--- config.mk ---
export PLATFORM = sky130hd
export DESIGN_NAME = swf_spi_target
export DESIGN_NICKNAME = d
export VERILOG_FILES = /design/src/logic/swf_spi_target.v /design/src/logic/swf_reg_file.v
export VERILOG_INCLUDE_DIRS = /design/src /design/src/common
export SDC_FILE = /design/constraint.sdc
export NUM_CORES = 1
export LEC_CHECK = 0
export BUFFER_PORTS_ARGS = -buffer_cell sky130_fd_sc_hd__buf_2
export CAP_MARGIN = 25
export CORE_MARGIN = 5
export CORE_UTILIZATION = 32
export CTS_BUF_LIST = sky130_fd_sc_hd__clkbuf_4
export CTS_CLUSTER_SIZE = 8
export DETAILED_ROUTE_END_ITERATION = 16
export SLEW_MARGIN = 20
export SYNTH_ARGS = -nofsm -noshare
export SYNTH_HDL_FRONTEND = slang
export SYNTH_SLANG_ARGS = --single-unit
--- constraint.sdc ---
create_clock -name core_clk -period 4.3 [get_ports core_clk]
set_input_delay 0.86 -clock core_clk [delete_from_list [all_inputs] [get_ports core_clk]]
set_output_delay 0.86 -clock core_clk [all_outputs]
set_load 0.02 [all_outputs]
--- src/common/swf_regs.vh ---
// Register map, field positions and reset values of the SPI target
`ifndef SWF_REGS_VH
`define SWF_REGS_VH

`define SWF_OFF_ACCESS      12'h000
`define SWF_OFF_INT_EN      12'h008
`define SWF_OFF_INT_VEC     12'h00C
`define SWF_OFF_INT_STS     12'h010
`define SWF_OFF_CAP         12'h014
`define SWF_OFF_STS         12'h018
`define SWF_OFF_DATA        12'h024
`define SWF_OFF_HASH        12'h028
`define SWF_OFF_DEVICE_VENDOR_IDENTITY     12'hF00
`define SWF_OFF_RID         12'hF04

`define SWF_CMD_READ_BIT    7
`define SWF_CMD_SIZE_MSB    5
`define SWF_INT_GLOBAL_BIT  31
`define SWF_ACC_VALID_BIT   7
`define SWF_ACC_ACTIVE_BIT  5
`define SWF_ACC_REQ_BIT     1
`define SWF_STS_VALID_BIT   7
`define SWF_STS_CMDRDY_BIT  6
`define SWF_STS_AVAIL_BIT   4
`define SWF_STS_BURST_LSB   8

`define SWF_RST_INT_EN      32'h0000_0000
`define SWF_RST_INT_VEC     8'h00
`define SWF_RST_INT_STS     32'h0000_0000
`define SWF_UNMAPPED_WORD   32'hFFFF_FFFF

`define SWF_BITS_PER_BYTE   3'h7
`define SWF_ADDR_BYTES      2'h2

`endif

--- src/logic/swf_spi_target.v ---
// SPI target transaction engine with wait-state flow control
`timescale 1ns/1ns
`default_nettype none
`include "swf_regs.vh"

module swf_spi_target #(
  parameter        EVT_W     = 8,
  parameter [31:0] CAP_VALUE = 32'h0000_0015,
  parameter [31:0] ID_VALUE  = 32'h0001_ABCD,  // Arbitrary identity value
  parameter [7:0]  REV_VALUE = 8'h01           // Arbitrary revision value
) (
  input  wire             core_clk,
  input  wire             rst,
  input  wire             spiSclk,
  input  wire             spiCsN,
  input  wire             spiMosi,
  output reg              spiMisoOut_q,
  output reg              spiMisoOeN_q,
  input  wire             parallelIrqNIn,
  output reg              parallelIrqNOut_q,
  output wire             parallelIrqNOeN,
  input  wire             cmdReadyFlag,
  input  wire             resultAvailableFlag,
  input  wire [6:0]       bufFreeBytes,
  input  wire [EVT_W-1:0] intEvents,
  input  wire [7:0]       dataRdByte,
  output reg              dataRdStrobe_q,
  output reg  [7:0]       dataWrByte_q,
  output reg              dataWrValid_q,
  output wire             digestBegin
);

  localparam [3:0] PH_CMD  = 4'b0001;
  localparam [3:0] PH_ADDR = 4'b0010;
  localparam [3:0] PH_WAIT = 4'b0100;
  localparam [3:0] PH_DATA = 4'b1000;

  // Bytes a write may touch from its start offset
  function [6:0] regSpan;
    input [11:0] off;
    begin
      case ({off[11:2], 2'b00})
        `SWF_OFF_ACCESS, `SWF_OFF_INT_VEC, `SWF_OFF_HASH, `SWF_OFF_RID:
          regSpan = 7'h01 - {6'h00, off[1:0] != 2'b00};
        `SWF_OFF_INT_EN, `SWF_OFF_INT_STS, `SWF_OFF_CAP, `SWF_OFF_STS,
        `SWF_OFF_DEVICE_VENDOR_IDENTITY:
          regSpan = 7'h04 - {5'h00, off[1:0]};
        default:
          regSpan = 7'h00;
      endcase
    end
  endfunction

  reg        sclkS1_q;
  reg        sclkS2_q;
  reg        sclkS3_q;
  reg        csS1_q;
  reg        csS2_q;
  reg        mosiS1_q;
  reg        mosiS2_q;
  reg [3:0]  phase_q;
  reg [2:0]  bitCnt_q;
  reg [1:0]  addrByte_q;
  reg [7:0]  shift_q;
  reg [7:0]  cmd_q;
  reg [23:0] addr_q;
  reg [6:0]  byteIdx_q;
  reg        rdyDrv_q;
  reg        regWrEn_q;
  reg [11:0] regWrAddr_q;
  reg [7:0]  regWrData_q;
  reg        irqPinS1_q;
  reg        irqPinS2_q;

  wire [7:0]  regRdByte;
  wire        sclkRise = sclkS2_q && !sclkS3_q;
  wire        sclkFall = !sclkS2_q && sclkS3_q;
  wire        csActive = !csS2_q;
  wire [7:0]  shiftNext = {shift_q[6:0], mosiS2_q};
  wire        isRead = cmd_q[`SWF_CMD_READ_BIT];
  wire [6:0]  xferSize = {1'b0, cmd_q[`SWF_CMD_SIZE_MSB:0]} + 7'h01;
  wire [9:0]  wordNow = (phase_q == PH_ADDR) ? {addr_q[3:0], shift_q[6:1]} : addr_q[11:2];
  wire        dataWord = ({wordNow, 2'b00} == `SWF_OFF_DATA);
  wire        moreBytes = byteIdx_q < xferSize;
  wire        lastBit = bitCnt_q == `SWF_BITS_PER_BYTE;
  wire [11:0] curOff = dataWord ? addr_q[11:0] : addr_q[11:0] + {5'h00, byteIdx_q};
  wire [7:0]  rdByte = dataWord ? dataRdByte : regRdByte;
  // data reads and writes wait for ready state
  // every other register is ready at once
  wire        readyNow = !dataWord ||
                         (isRead ? resultAvailableFlag
                                 : (cmdReadyFlag && bufFreeBytes >= xferSize));
  // only bytes inside the start register
  wire        wrInReg = byteIdx_q < regSpan(addr_q[11:0]);

  // Level of the shared line, for debug visibility only
  always @(posedge core_clk) begin
    if (rst) begin
      irqPinS1_q <= 1'b1;
      irqPinS2_q <= 1'b1;
    end else begin
      irqPinS1_q <= parallelIrqNIn;
      irqPinS2_q <= irqPinS1_q;
    end
  end

  // Pin synchronisers and clock history
  always @(posedge core_clk) begin
    if (rst) begin
      sclkS1_q <= 1'b0;
      sclkS2_q <= 1'b0;
      sclkS3_q <= 1'b0;
      csS1_q   <= 1'b1;
      csS2_q   <= 1'b1;
      mosiS1_q <= 1'b0;
      mosiS2_q <= 1'b0;
    end else begin
      sclkS1_q <= spiSclk;
      sclkS2_q <= sclkS1_q;
      sclkS3_q <= sclkS2_q;
      csS1_q   <= spiCsN;
      csS2_q   <= csS1_q;
      mosiS1_q <= spiMosi;
      mosiS2_q <= mosiS1_q;
    end
  end

  always @(posedge core_clk) begin
    if (rst) begin
      phase_q           <= PH_CMD;
      bitCnt_q          <= 3'h0;
      addrByte_q        <= 2'h0;
      shift_q           <= 8'h00;
      cmd_q             <= 8'h00;
      addr_q            <= 24'h00_0000;
      byteIdx_q         <= 7'h00;
      rdyDrv_q          <= 1'b0;
      spiMisoOut_q      <= 1'b1;
      spiMisoOeN_q      <= 1'b1;
      parallelIrqNOut_q <= 1'b0;
      regWrEn_q         <= 1'b0;
      regWrAddr_q       <= 12'h000;
      regWrData_q       <= 8'h00;
      dataWrValid_q     <= 1'b0;
      dataWrByte_q      <= 8'h00;
      dataRdStrobe_q    <= 1'b0;
    end else begin
      parallelIrqNOut_q <= 1'b0;
      regWrEn_q         <= 1'b0;
      dataWrValid_q     <= 1'b0;
      dataRdStrobe_q    <= 1'b0;
      if (!csActive) begin
        phase_q      <= PH_CMD;
        bitCnt_q     <= 3'h0;
        addrByte_q   <= 2'h0;
        byteIdx_q    <= 7'h00;
        rdyDrv_q     <= 1'b0;
        spiMisoOut_q <= 1'b1;
        spiMisoOeN_q <= 1'b1;
      end else if (sclkRise) begin
        shift_q  <= shiftNext;
        bitCnt_q <= bitCnt_q + 3'h1;
        case (phase_q)
          PH_CMD: begin
            if (lastBit) begin
              cmd_q   <= shiftNext;
              phase_q <= PH_ADDR;
            end
          end
          PH_ADDR: begin
            if (lastBit) begin
              addr_q     <= {addr_q[15:0], shiftNext};
              addrByte_q <= addrByte_q + 2'h1;
              if (addrByte_q == `SWF_ADDR_BYTES) begin
                byteIdx_q <= 7'h00;
                phase_q   <= rdyDrv_q ? PH_DATA : PH_WAIT;
              end
            end
          end
          PH_WAIT: begin
            if (lastBit && rdyDrv_q) begin
              phase_q <= PH_DATA;
              if (!isRead) begin
                // ready window byte is byte zero
                byteIdx_q   <= 7'h01;
                regWrEn_q   <= !dataWord;
                regWrAddr_q <= curOff;
                regWrData_q <= shiftNext;
                dataWrValid_q <= dataWord;
                dataWrByte_q  <= shiftNext;
              end
            end
          end
          PH_DATA: begin
            // every byte of the length, no stall
            if (lastBit && moreBytes) begin
              byteIdx_q <= byteIdx_q + 7'h01;
              if (isRead) begin
                dataRdStrobe_q <= dataWord;
              end else begin
                regWrEn_q     <= !dataWord && wrInReg;
                regWrAddr_q   <= curOff;
                regWrData_q   <= shiftNext;
                dataWrValid_q <= dataWord;
                dataWrByte_q  <= shiftNext;
              end
            end
          end
          default: begin
            phase_q <= PH_CMD;
          end
        endcase
      end else if (sclkFall) begin
        case (phase_q)
          PH_ADDR: begin
            if (addrByte_q == `SWF_ADDR_BYTES && lastBit) begin
              // wait request at last address bit
              spiMisoOut_q <= readyNow;
              spiMisoOeN_q <= 1'b0;
              rdyDrv_q     <= readyNow;
            end
          end
          PH_WAIT: begin
            // zero for the byte, ready in last bit
            spiMisoOut_q <= lastBit ? readyNow : 1'b0;
            spiMisoOeN_q <= 1'b0;
            rdyDrv_q     <= lastBit ? readyNow : 1'b0;
          end
          PH_DATA: begin
            // first read bit right after address or last wait byte
            // data only, no more wait signalling
            spiMisoOut_q <= (isRead && moreBytes) ? rdByte[~bitCnt_q] : 1'b1;
            spiMisoOeN_q <= 1'b0;
          end
          default: begin
            spiMisoOeN_q <= 1'b1;
          end
        endcase
      end
    end
  end

  swf_reg_file #(
    .EVT_W     (EVT_W),
    .CAP_VALUE (CAP_VALUE),
    .ID_VALUE  (ID_VALUE),
    .REV_VALUE (REV_VALUE)
  ) regFile (
    .core_clk            (core_clk),
    .rst                 (rst),
    .wrEn                (regWrEn_q),
    .wrAddr              (regWrAddr_q),
    .wrData              (regWrData_q),
    .rdAddr              (curOff),
    .rdData              (regRdByte),
    .cmdReadyFlag        (cmdReadyFlag),
    .resultAvailableFlag (resultAvailableFlag),
    .bufFreeBytes        (bufFreeBytes),
    .intEvents           (intEvents),
    .irqOeN_q            (parallelIrqNOeN),
    .digestBegin_q       (digestBegin)
  );

endmodule
`default_nettype wire

--- src/logic/swf_reg_file.v ---
// Register file behind the SPI target engine
`timescale 1ns/1ns
`default_nettype none
`include "swf_regs.vh"

module swf_reg_file #(
  parameter        EVT_W     = 8,
  parameter [31:0] CAP_VALUE = 32'h0000_0015,
  parameter [31:0] ID_VALUE  = 32'h0001_ABCD,  // Arbitrary identity value
  parameter [7:0]  REV_VALUE = 8'h01           // Arbitrary revision value
) (
  input  wire             core_clk,
  input  wire             rst,
  input  wire             wrEn,
  input  wire [11:0]      wrAddr,
  input  wire [7:0]       wrData,
  input  wire [11:0]      rdAddr,
  output reg  [7:0]       rdData,
  input  wire             cmdReadyFlag,
  input  wire             resultAvailableFlag,
  input  wire [6:0]       bufFreeBytes,
  input  wire [EVT_W-1:0] intEvents,
  output reg              irqOeN_q,
  output reg              digestBegin_q
);

  reg         accessActive_q;
  reg [31:0]  intEnable_q;
  reg [7:0]   intVector_q;
  reg [31:0]  intPending_q;
  reg [31:0]  word;
  reg [31:0]  clrMask;
  wire [11:0] wrWord = {wrAddr[11:2], 2'b00};
  wire [4:0]  wrShift = {wrAddr[1:0], 3'b000};
  wire [31:0] laneMask = 32'h0000_00FF << wrShift;
  wire [31:0] laneData = {24'h00_0000, wrData} << wrShift;

  always @* begin
    case ({rdAddr[11:2], 2'b00})
      `SWF_OFF_ACCESS:  word = {24'h00_0000, 1'b1, 1'b0, accessActive_q, 5'h00};
      `SWF_OFF_INT_EN:  word = intEnable_q;
      `SWF_OFF_INT_VEC: word = {24'h00_0000, intVector_q};
      `SWF_OFF_INT_STS: word = intPending_q;
      `SWF_OFF_CAP:     word = CAP_VALUE;
      `SWF_OFF_STS:     word = {17'h0_0000, bufFreeBytes, 1'b1, cmdReadyFlag, 1'b0,
                                resultAvailableFlag, 4'h0};
      `SWF_OFF_DEVICE_VENDOR_IDENTITY: word = ID_VALUE;
      `SWF_OFF_RID:     word = {24'h00_0000, REV_VALUE};
      default:          word = `SWF_UNMAPPED_WORD;
    endcase
    rdData = word[{rdAddr[1:0], 3'b000} +: 8];
  end

  always @* begin
    clrMask = 32'h0000_0000;
    if (wrEn && wrWord == `SWF_OFF_INT_STS) begin
      clrMask = laneData;
    end
  end

  always @(posedge core_clk) begin
    if (rst) begin
      accessActive_q <= 1'b0;
      intEnable_q    <= `SWF_RST_INT_EN;
      intVector_q    <= `SWF_RST_INT_VEC;
      intPending_q   <= `SWF_RST_INT_STS;
      irqOeN_q       <= 1'b1;
      digestBegin_q  <= 1'b0;
    end else begin
      // New events win over a same-cycle clear
      intPending_q  <= (intPending_q & ~clrMask) | {{(32-EVT_W){1'b0}}, intEvents};
      digestBegin_q <= wrEn && wrWord == `SWF_OFF_HASH && wrAddr[1:0] == 2'b00;
      irqOeN_q <= !(intEnable_q[`SWF_INT_GLOBAL_BIT] &&
                    |(intPending_q & intEnable_q & 32'h7FFF_FFFF));
      if (wrEn) begin
        case (wrWord)
          `SWF_OFF_ACCESS: begin
            if (wrAddr[1:0] == 2'b00 && wrData[`SWF_ACC_ACTIVE_BIT]) begin
              accessActive_q <= 1'b0;
            end else if (wrAddr[1:0] == 2'b00 && wrData[`SWF_ACC_REQ_BIT]) begin
              accessActive_q <= 1'b1;
            end
          end
          `SWF_OFF_INT_EN: begin
            intEnable_q <= (intEnable_q & ~laneMask) | laneData;
          end
          `SWF_OFF_INT_VEC: begin
            if (wrAddr[1:0] == 2'b00) begin
              intVector_q <= wrData;
            end
          end
          default: begin
          end
        endcase
      end
    end
  end

endmodule
`default_nettype wire

======== Word level (Yosys, flattened, before mapping) ========
Index checks and enable logic that the tools add are counted.
word-level totals
  logic and storage cells ................. 188
  input bits .............................. 31
  register bits after elaboration ......... 159
  output and inout bits ................... 15
operators by class
  magnitude comparators ................... 4
  bitwise gates (word level) .............. 13
  add/sub/neg operators ................... 7
  reductions and logical operators ........ 48
  shifts and indexed selects .............. 3
  equal/unequal tests ..................... 33
  mux-type cells .......................... 51
operators with widths
  kind                                                   number
  case mux 32 bit (8 select lines)                       1
  equality test 10 x 3 -> 1 bit (second input constant)  7
  bitwise AND 32 bit                                     2
  NOT 32 bit                                             2
  equality test 10 x 2 -> 1 bit (second input constant)  6
  2-to-1 mux 8 bit                                       7
  2-to-1 mux 12 bit                                      4
  equality test 10 bit (second input constant)           4
  2-to-1 mux 7 bit                                       5
  2-to-1 mux 32 bit                                      1
  bitwise OR 32 bit                                      1
  bitwise OR 32 x 8 -> 32 bit                            1
  case mux 8 bit (2 select lines)                        2
  indexed part select 32 x 6 -> 8 bit                    1
  left shift 8 x 5 -> 32 bit                             1
  left shift 8 x 5 -> 32 bit (first input constant)      1
  bitwise AND 31 bit                                     1
  OR reduction 31 bit                                    1
  equality test 10 x 4 -> 1 bit (second input constant)  3
  case mux 12 bit (2 select lines)                       1
  case mux 7 bit (3 select lines)                        1
  logical NOT 10 bit                                     2
  2-to-1 mux 4 bit                                       5
  case mux 4 bit (4 select lines)                        1
  44 further kinds                                       98

======== Depth between registers and ports, before layout ========
  depth in word-level cells ............... 12
  mapped depth ............................ 16
  mapped depth without buffers ............ 15

======== Modules after synthesis ========
From an unflattened synthesis, not the netlist that was laid out.
second synthesis, totals
  cell total of the unflattened synthesis .. 939
  area, all modules ....................... 7920.1 um^2
by module, submodules not included
  module          cells an instance  instances  sequential area each (um^2)  area each (um^2)
  swf_spi_target  483                1          1501.4                       4164.0
  swf_reg_file    456                1          1501.4                       3756.1

======== Least setup slack after synthesis ========
Ideal clock, no wire load.
  path kind ............................... reg2reg
  start ................................... register byteIdx_q[1]
  end ..................................... register spiMisoOut_q
  cell stages (with the launch flop) ...... 15
  slack ................................... 0.815 ns
  arrival time ............................ 3.365 ns
  period minus slack after synthesis ...... 3.485 ns
  library setup time ...................... 0.120 ns
  path buffers ............................ 1
  required time ........................... 4.180 ns
  cell sequence ........................... dfxtp_1 -> ha_1 -> a211oi_1 -> o21bai_1 -> a31oi_1 -> or3_1 -> nand4_1 -> or3_1 -> buf_4 -> a21oi_2 -> o21ai_2 -> a211oi_1 -> a21o_1 -> o31ai_1 -> o31a_1
on the way
  cells in the longest elaborated chain, start to end .. 10
  elaborated cells between the ends (all ways) .. 19
  classes of those cells .................. 1 x add/sub; 1 x order compare; 7 x eq/ne; 1 x shift; 7 x mux; 2 x reduce/logical
RTL lines
  element                                       RTL line              source
  start: declaration                            swf_spi_target.v:67   reg [6:0] byteIdx_q;
  start signal: assignment                      swf_spi_target.v:197  byteIdx_q <= byteIdx_q + 7'h01;
  adder 12 x 7 -> 12 bit                        swf_spi_target.v:86   wire [11:0] curOff = dataWord ? addr_q[11:0] : addr_q[11:0] + {5'h00, byteIdx_q};
  2-to-1 mux 12 bit                             swf_spi_target.v:86
  equality test 10 bit (tied with other cells)  swf_reg_file.v:39     case ({rdAddr[11:2], 2'b00})
  case mux 32 bit (8 select lines)              swf_reg_file.v:39
  indexed part select 32 x 6 -> 8 bit           swf_reg_file.v:51     rdData = word[{rdAddr[1:0], 3'b000} +: 8];
  2-to-1 mux 8 bit                              swf_spi_target.v:87   wire [7:0] rdByte = dataWord ? dataRdByte : regRdByte;
  binary-select mux 1 bit (select 3 bit)        swf_spi_target.v:232  spiMisoOut_q <= (isRead && moreBytes) ? rdByte[~bitCnt_q] : 1'b1;
  2-to-1 mux 1 bit (implied by the code)        swf_spi_target.v:232
  2-to-1 mux 1 bit (*)                          swf_spi_target.v:232
  case mux 1 bit (3 select lines) (*)           swf_spi_target.v:214  case (phase_q)
  end signal: assignment                        swf_spi_target.v:218  spiMisoOut_q <= readyNow;
  end signal: assignment                        swf_spi_target.v:225  spiMisoOut_q <= lastBit ? readyNow : 1'b0;
  end signal: assignment                        swf_spi_target.v:232
  end: declaration                              swf_spi_target.v:17   output reg spiMisoOut_q,
Mark *: on every way between the ends. The rest lies on a longest branch, timed or not. The select of a mux whose other input is x is not followed.
A chain may end at the register's enable or synchronous reset.

======== Worst setup path in the final report ========
  start ................................... register addr_q[1]
  end ..................................... register spiMisoOut_q
on the way
  cells in the longest elaborated chain, start to end .. 11
  elaborated cells between the ends (all ways) .. 23
  classes of those cells .................. 1 x add/sub; 8 x eq/ne; 1 x shift; 10 x mux; 3 x reduce/logical
RTL lines
  element                                                                          RTL line              source
  start: declaration                                                               swf_spi_target.v:66   reg [23:0] addr_q;
  start signal: assignment                                                         swf_spi_target.v:172  addr_q <= {addr_q[15:0], shiftNext};
  parallel branches: the longest is 10 deep, another holds adder 12 x 7 -> 12 bit  --
  case mux 1 bit (3 select lines) (*)                                              swf_spi_target.v:214
Mark *: on every way between the ends. The select of a mux whose other input is x is not followed.

==> metrics <==
status=finished, final reports clean; DR DRC count=0; Top-Level Pins=46; CTS buffer count=17; Post-synth EDFFs=0; most common cell after layout, fill and taps aside=dfxtp_1; Final TNS setup=0 ns; Critical Path RT=between 4 and 5 ns; First DRT Iteration DRCs=650; Worst Path Buf+Inv=2; Lkg Pwr=~3.2 nW; top_reg_cell synth=dfxtp_1; Crit Path Max Fanout=9; GRT Total Usage=roughly 17%; clk_lat worst skew=around 0.58 ns; RSZ-0062 raised after global routing=no; Final Cycle Share=about 95%; fraction of registers with async set/reset=0%; FF+latch count, synth=150; Synth Cell Area=8033 sq um; share of cells above drive strength 1=a little over an eighth; Pwr per Cell Area=between 200 and 300 nW/um^2; Num Clock Sinks=150; clk buf depth=2; syn_area_per_cell=roughly 8.3 sq um; number of global-route vias before repair=~7k; clock tree root driver cell=clkbuf_4; drt via density=about 5.5; antenna violations before repair=1; Max VDD drop=0.1940 mV; DRT Pass-1 Iters=5; final hold violation count=0; slowest cell on the critical path=dfxtp_1; largest net degree at the start of global routing=slightly above 60; row count=58; H-tree Lvls=4; setup violators final=0; first-pass GRT wire length=~40 mm; non-filler cells, final=roughly 1.3k; worst r2r path cells=15; minimum clock period=between 4 and 5 ns; Starting Density=~32%; MaxCap Viol Count=0; crit path from=addr_q[1]$_SDFFE_PP0P_; Max Clk Rate=between 200 and 250 MHz; worst min path class=flop to flop; vias=~7.4k; post-route cell area=approximately 9000 sq um; critical path's top delay family=compound AO/OA/AOI/OAI gates; Max-slew headroom=between 30% and 40%; kind of critical path=flop to flop; PortBufs=43; WL final=approximately 25 mm; post-synthesis sequential area ratio=37.38%; reg2reg setup slack=about 0.22 ns; Crit. End Element=flop; Yosys cell types=78; worst clock skew=about 0.033 ns; Die ar.=between 20000 and 30000 sq um; post-CTS setup repair buffer count=0; FF-to-FF End=spiMisoOut_q$_SDFFE_PP1P_; GP Congestion=just over 0.9; Critical Path AT=between 4 and 5 ns; placed insts=~1.3k; slew at the pin closest to its max-slew limit=just over 1 ns; post-synthesis net count=1027; Yosys warning total=0; P&R area growth vs syn=12.13%; worst setup path end=spiMisoOut_q$_SDFFE_PP1P_; post-detail-place hpwl=18.18 mm; nets@finish=roughly 1.1k; final hold slack=0.4364 ns; Die Width=~170 microns; gr ovfl total=0; Startpoint Class=flop; clock slew at reported path FFs=around 0.15 ns; DR WL/cell=roughly 18 microns; die height=roughly 170 microns; Worst path depth=15; commonest cells after routing, fill and taps aside=dfxtp_1 (149), nor2_1 (135), nand2_1 (106), a21oi_1 (89), mux2i_1 (70); beginning of the worst register-to-register path=addr_q[1]$_SDFFE_PP0P_; Detail Route Antenna Nets=0; crit-path cells=ha_1 > a211oi_1 > o21bai_2 > a31oi_1 > buf_4 > nor4_4 > mux2i_1 > buf_4 > or3_4 > o31ai_1 > a21oi_1 > a211oi_1 > nor4_1 > o31ai_1 > o31a_1; Final Max Tran Viols=0; placed cell areas=8686 sq um; core footprint=~25000 sq um; Crit path largest cell delay=~0.53 ns; TritonCTS clock tree=done; Mapped Cells=~970
-- repair_timing --
item                                    4_1_cts  5_1_grt
endpoints found under the hold margin         0        0
gates resized for setup                       0        4
endpoints found under the setup margin        0        1
hold buffers                                  0        0
-- worst min-delay path by stage --
stage                                  from                                 end  slack [ns]  cells past startpoint
final                     csS1_q$_SDFF_PP1_                   csS2_q$_SDFF_PP1_        0.44                      1
after global routing           intEvents[2]  regFile.intPending_q[2]$_SDFF_PP0_        0.43                      3
after CTS                      intEvents[2]  regFile.intPending_q[2]$_SDFF_PP0_        0.42                      3
after detailed placement  csS1_q$_SDFF_PP1_                   csS2_q$_SDFF_PP1_        0.40                      1
after global placement    csS1_q$_SDFF_PP1_                   csS2_q$_SDFF_PP1_        0.40                      1
after floorplan           csS1_q$_SDFF_PP1_                   csS2_q$_SDFF_PP1_        0.39                      1
-- power breakdown --
part           internal, W  switching (W)
logic            0.0000219      0.0000424
clock network     0.000322       0.000608
registers          0.00140     0.00000907
total              0.00174       0.000659
-- layout make-up --
cell class                 instances  area [sq um]
fill                            2631         15960
clock inverter                    15         173.9
timing repair buffer              77         498.0
clock buffer                      17         127.6
antenna                            1         2.502
inverter                          16         60.06
multi-input combinational        740          4728
sequential                       150          3004
tap                              330         412.9
-- synth_stat cells, types with 9 or more instances --
master      n  area share, %
a221oi_1   15            1.6
nand3_1    21            1.3
nor4_1      9           0.70
a22oi_1    13            1.2
nand2_1   106            5.0
ha_1       28            4.4
nor2b_1    15            1.2
inv_1      16           0.75
dfxtp_1   150             37
nand4_1    13            1.0
a211oi_1   17            1.6
a21oi_1    89            5.5
nor3_1     15           0.93
xnor2_1    12            1.3
nor2_1    136            6.4
buf_1       9           0.42
o21ai_0    27            1.7
mux2i_1    70            8.7
and3_1     13            1.0
a21o_1     11            1.0
clkbuf_1   39            1.8
-- metal layers --
metal  part of all wire, %  vias to the layer above  GRT usage (%)
met5                     0                        -              0
met4                   2.7                        0          5.822
met3                   6.6                       34          3.921
met2                    42                      245          25.63
met1                    48                     3516          24.97
li1                      -                     3567              -
-- registers in the layout, summed over array words and instances (netlist names), 2 cells and up --
name	flops
regFile.intEnable_q	32
regFile.intPending_q	32
addr_q	12
regWrAddr_q	12
dataWrByte_q	8
regFile.intVector_q	8
byteIdx_q	7
cmd_q	7
shift_q	7
phase_q	4
bitCnt_q	3
addrByte_q	2
-- worst reg2reg max path: cells and delay by family (launching register included) --
| family | cells | cell delay (ns) |
|---|---|---|
| AO/OA/AOI/OAI | 8 | 2.11 |
| multiplexers | 1 | 0.13 |
| adder cells (fa/ha/maj) | 1 | 0.29 |
| flip-flops | 1 | 0.53 |
| buffers and inverters | 2 | 0.38 |
| AND/OR/NAND/NOR | 3 | 0.56 |
-- through the flow --
stage,power (W),util [%],setup WS [ns]
floorplan,0.001470,-,0.8153
global placement,0.001501,34.79,0.2943
detailed placement,0.001501,34.79,0.2811
CTS,0.002429,36.00,0.2275
global route,0.002490,36.08,0.002228
finish,0.002402,36.08,0.2215
-- cells by family (layout without fill, tap and decap cells) --
group / count (synthesis) / count (layout) / synth area share, %
XOR/XNOR: 20 / 20 / 2.181
AO/OA/AOI/OAI: 234 / 234 / 19.16
other: 1 / 2 / 0.04668
multiplexers: 72 / 72 / 9.143
buffers and inverters: 77 / 125 / 4.112
AND/OR/NAND/NOR: 384 / 384 / 23.36
adder cells (fa/ha/maj): 29 / 29 / 4.611
flip-flops: 150 / 150 / 37.38
No activity file was read; power rests on OpenSTA's default activity.
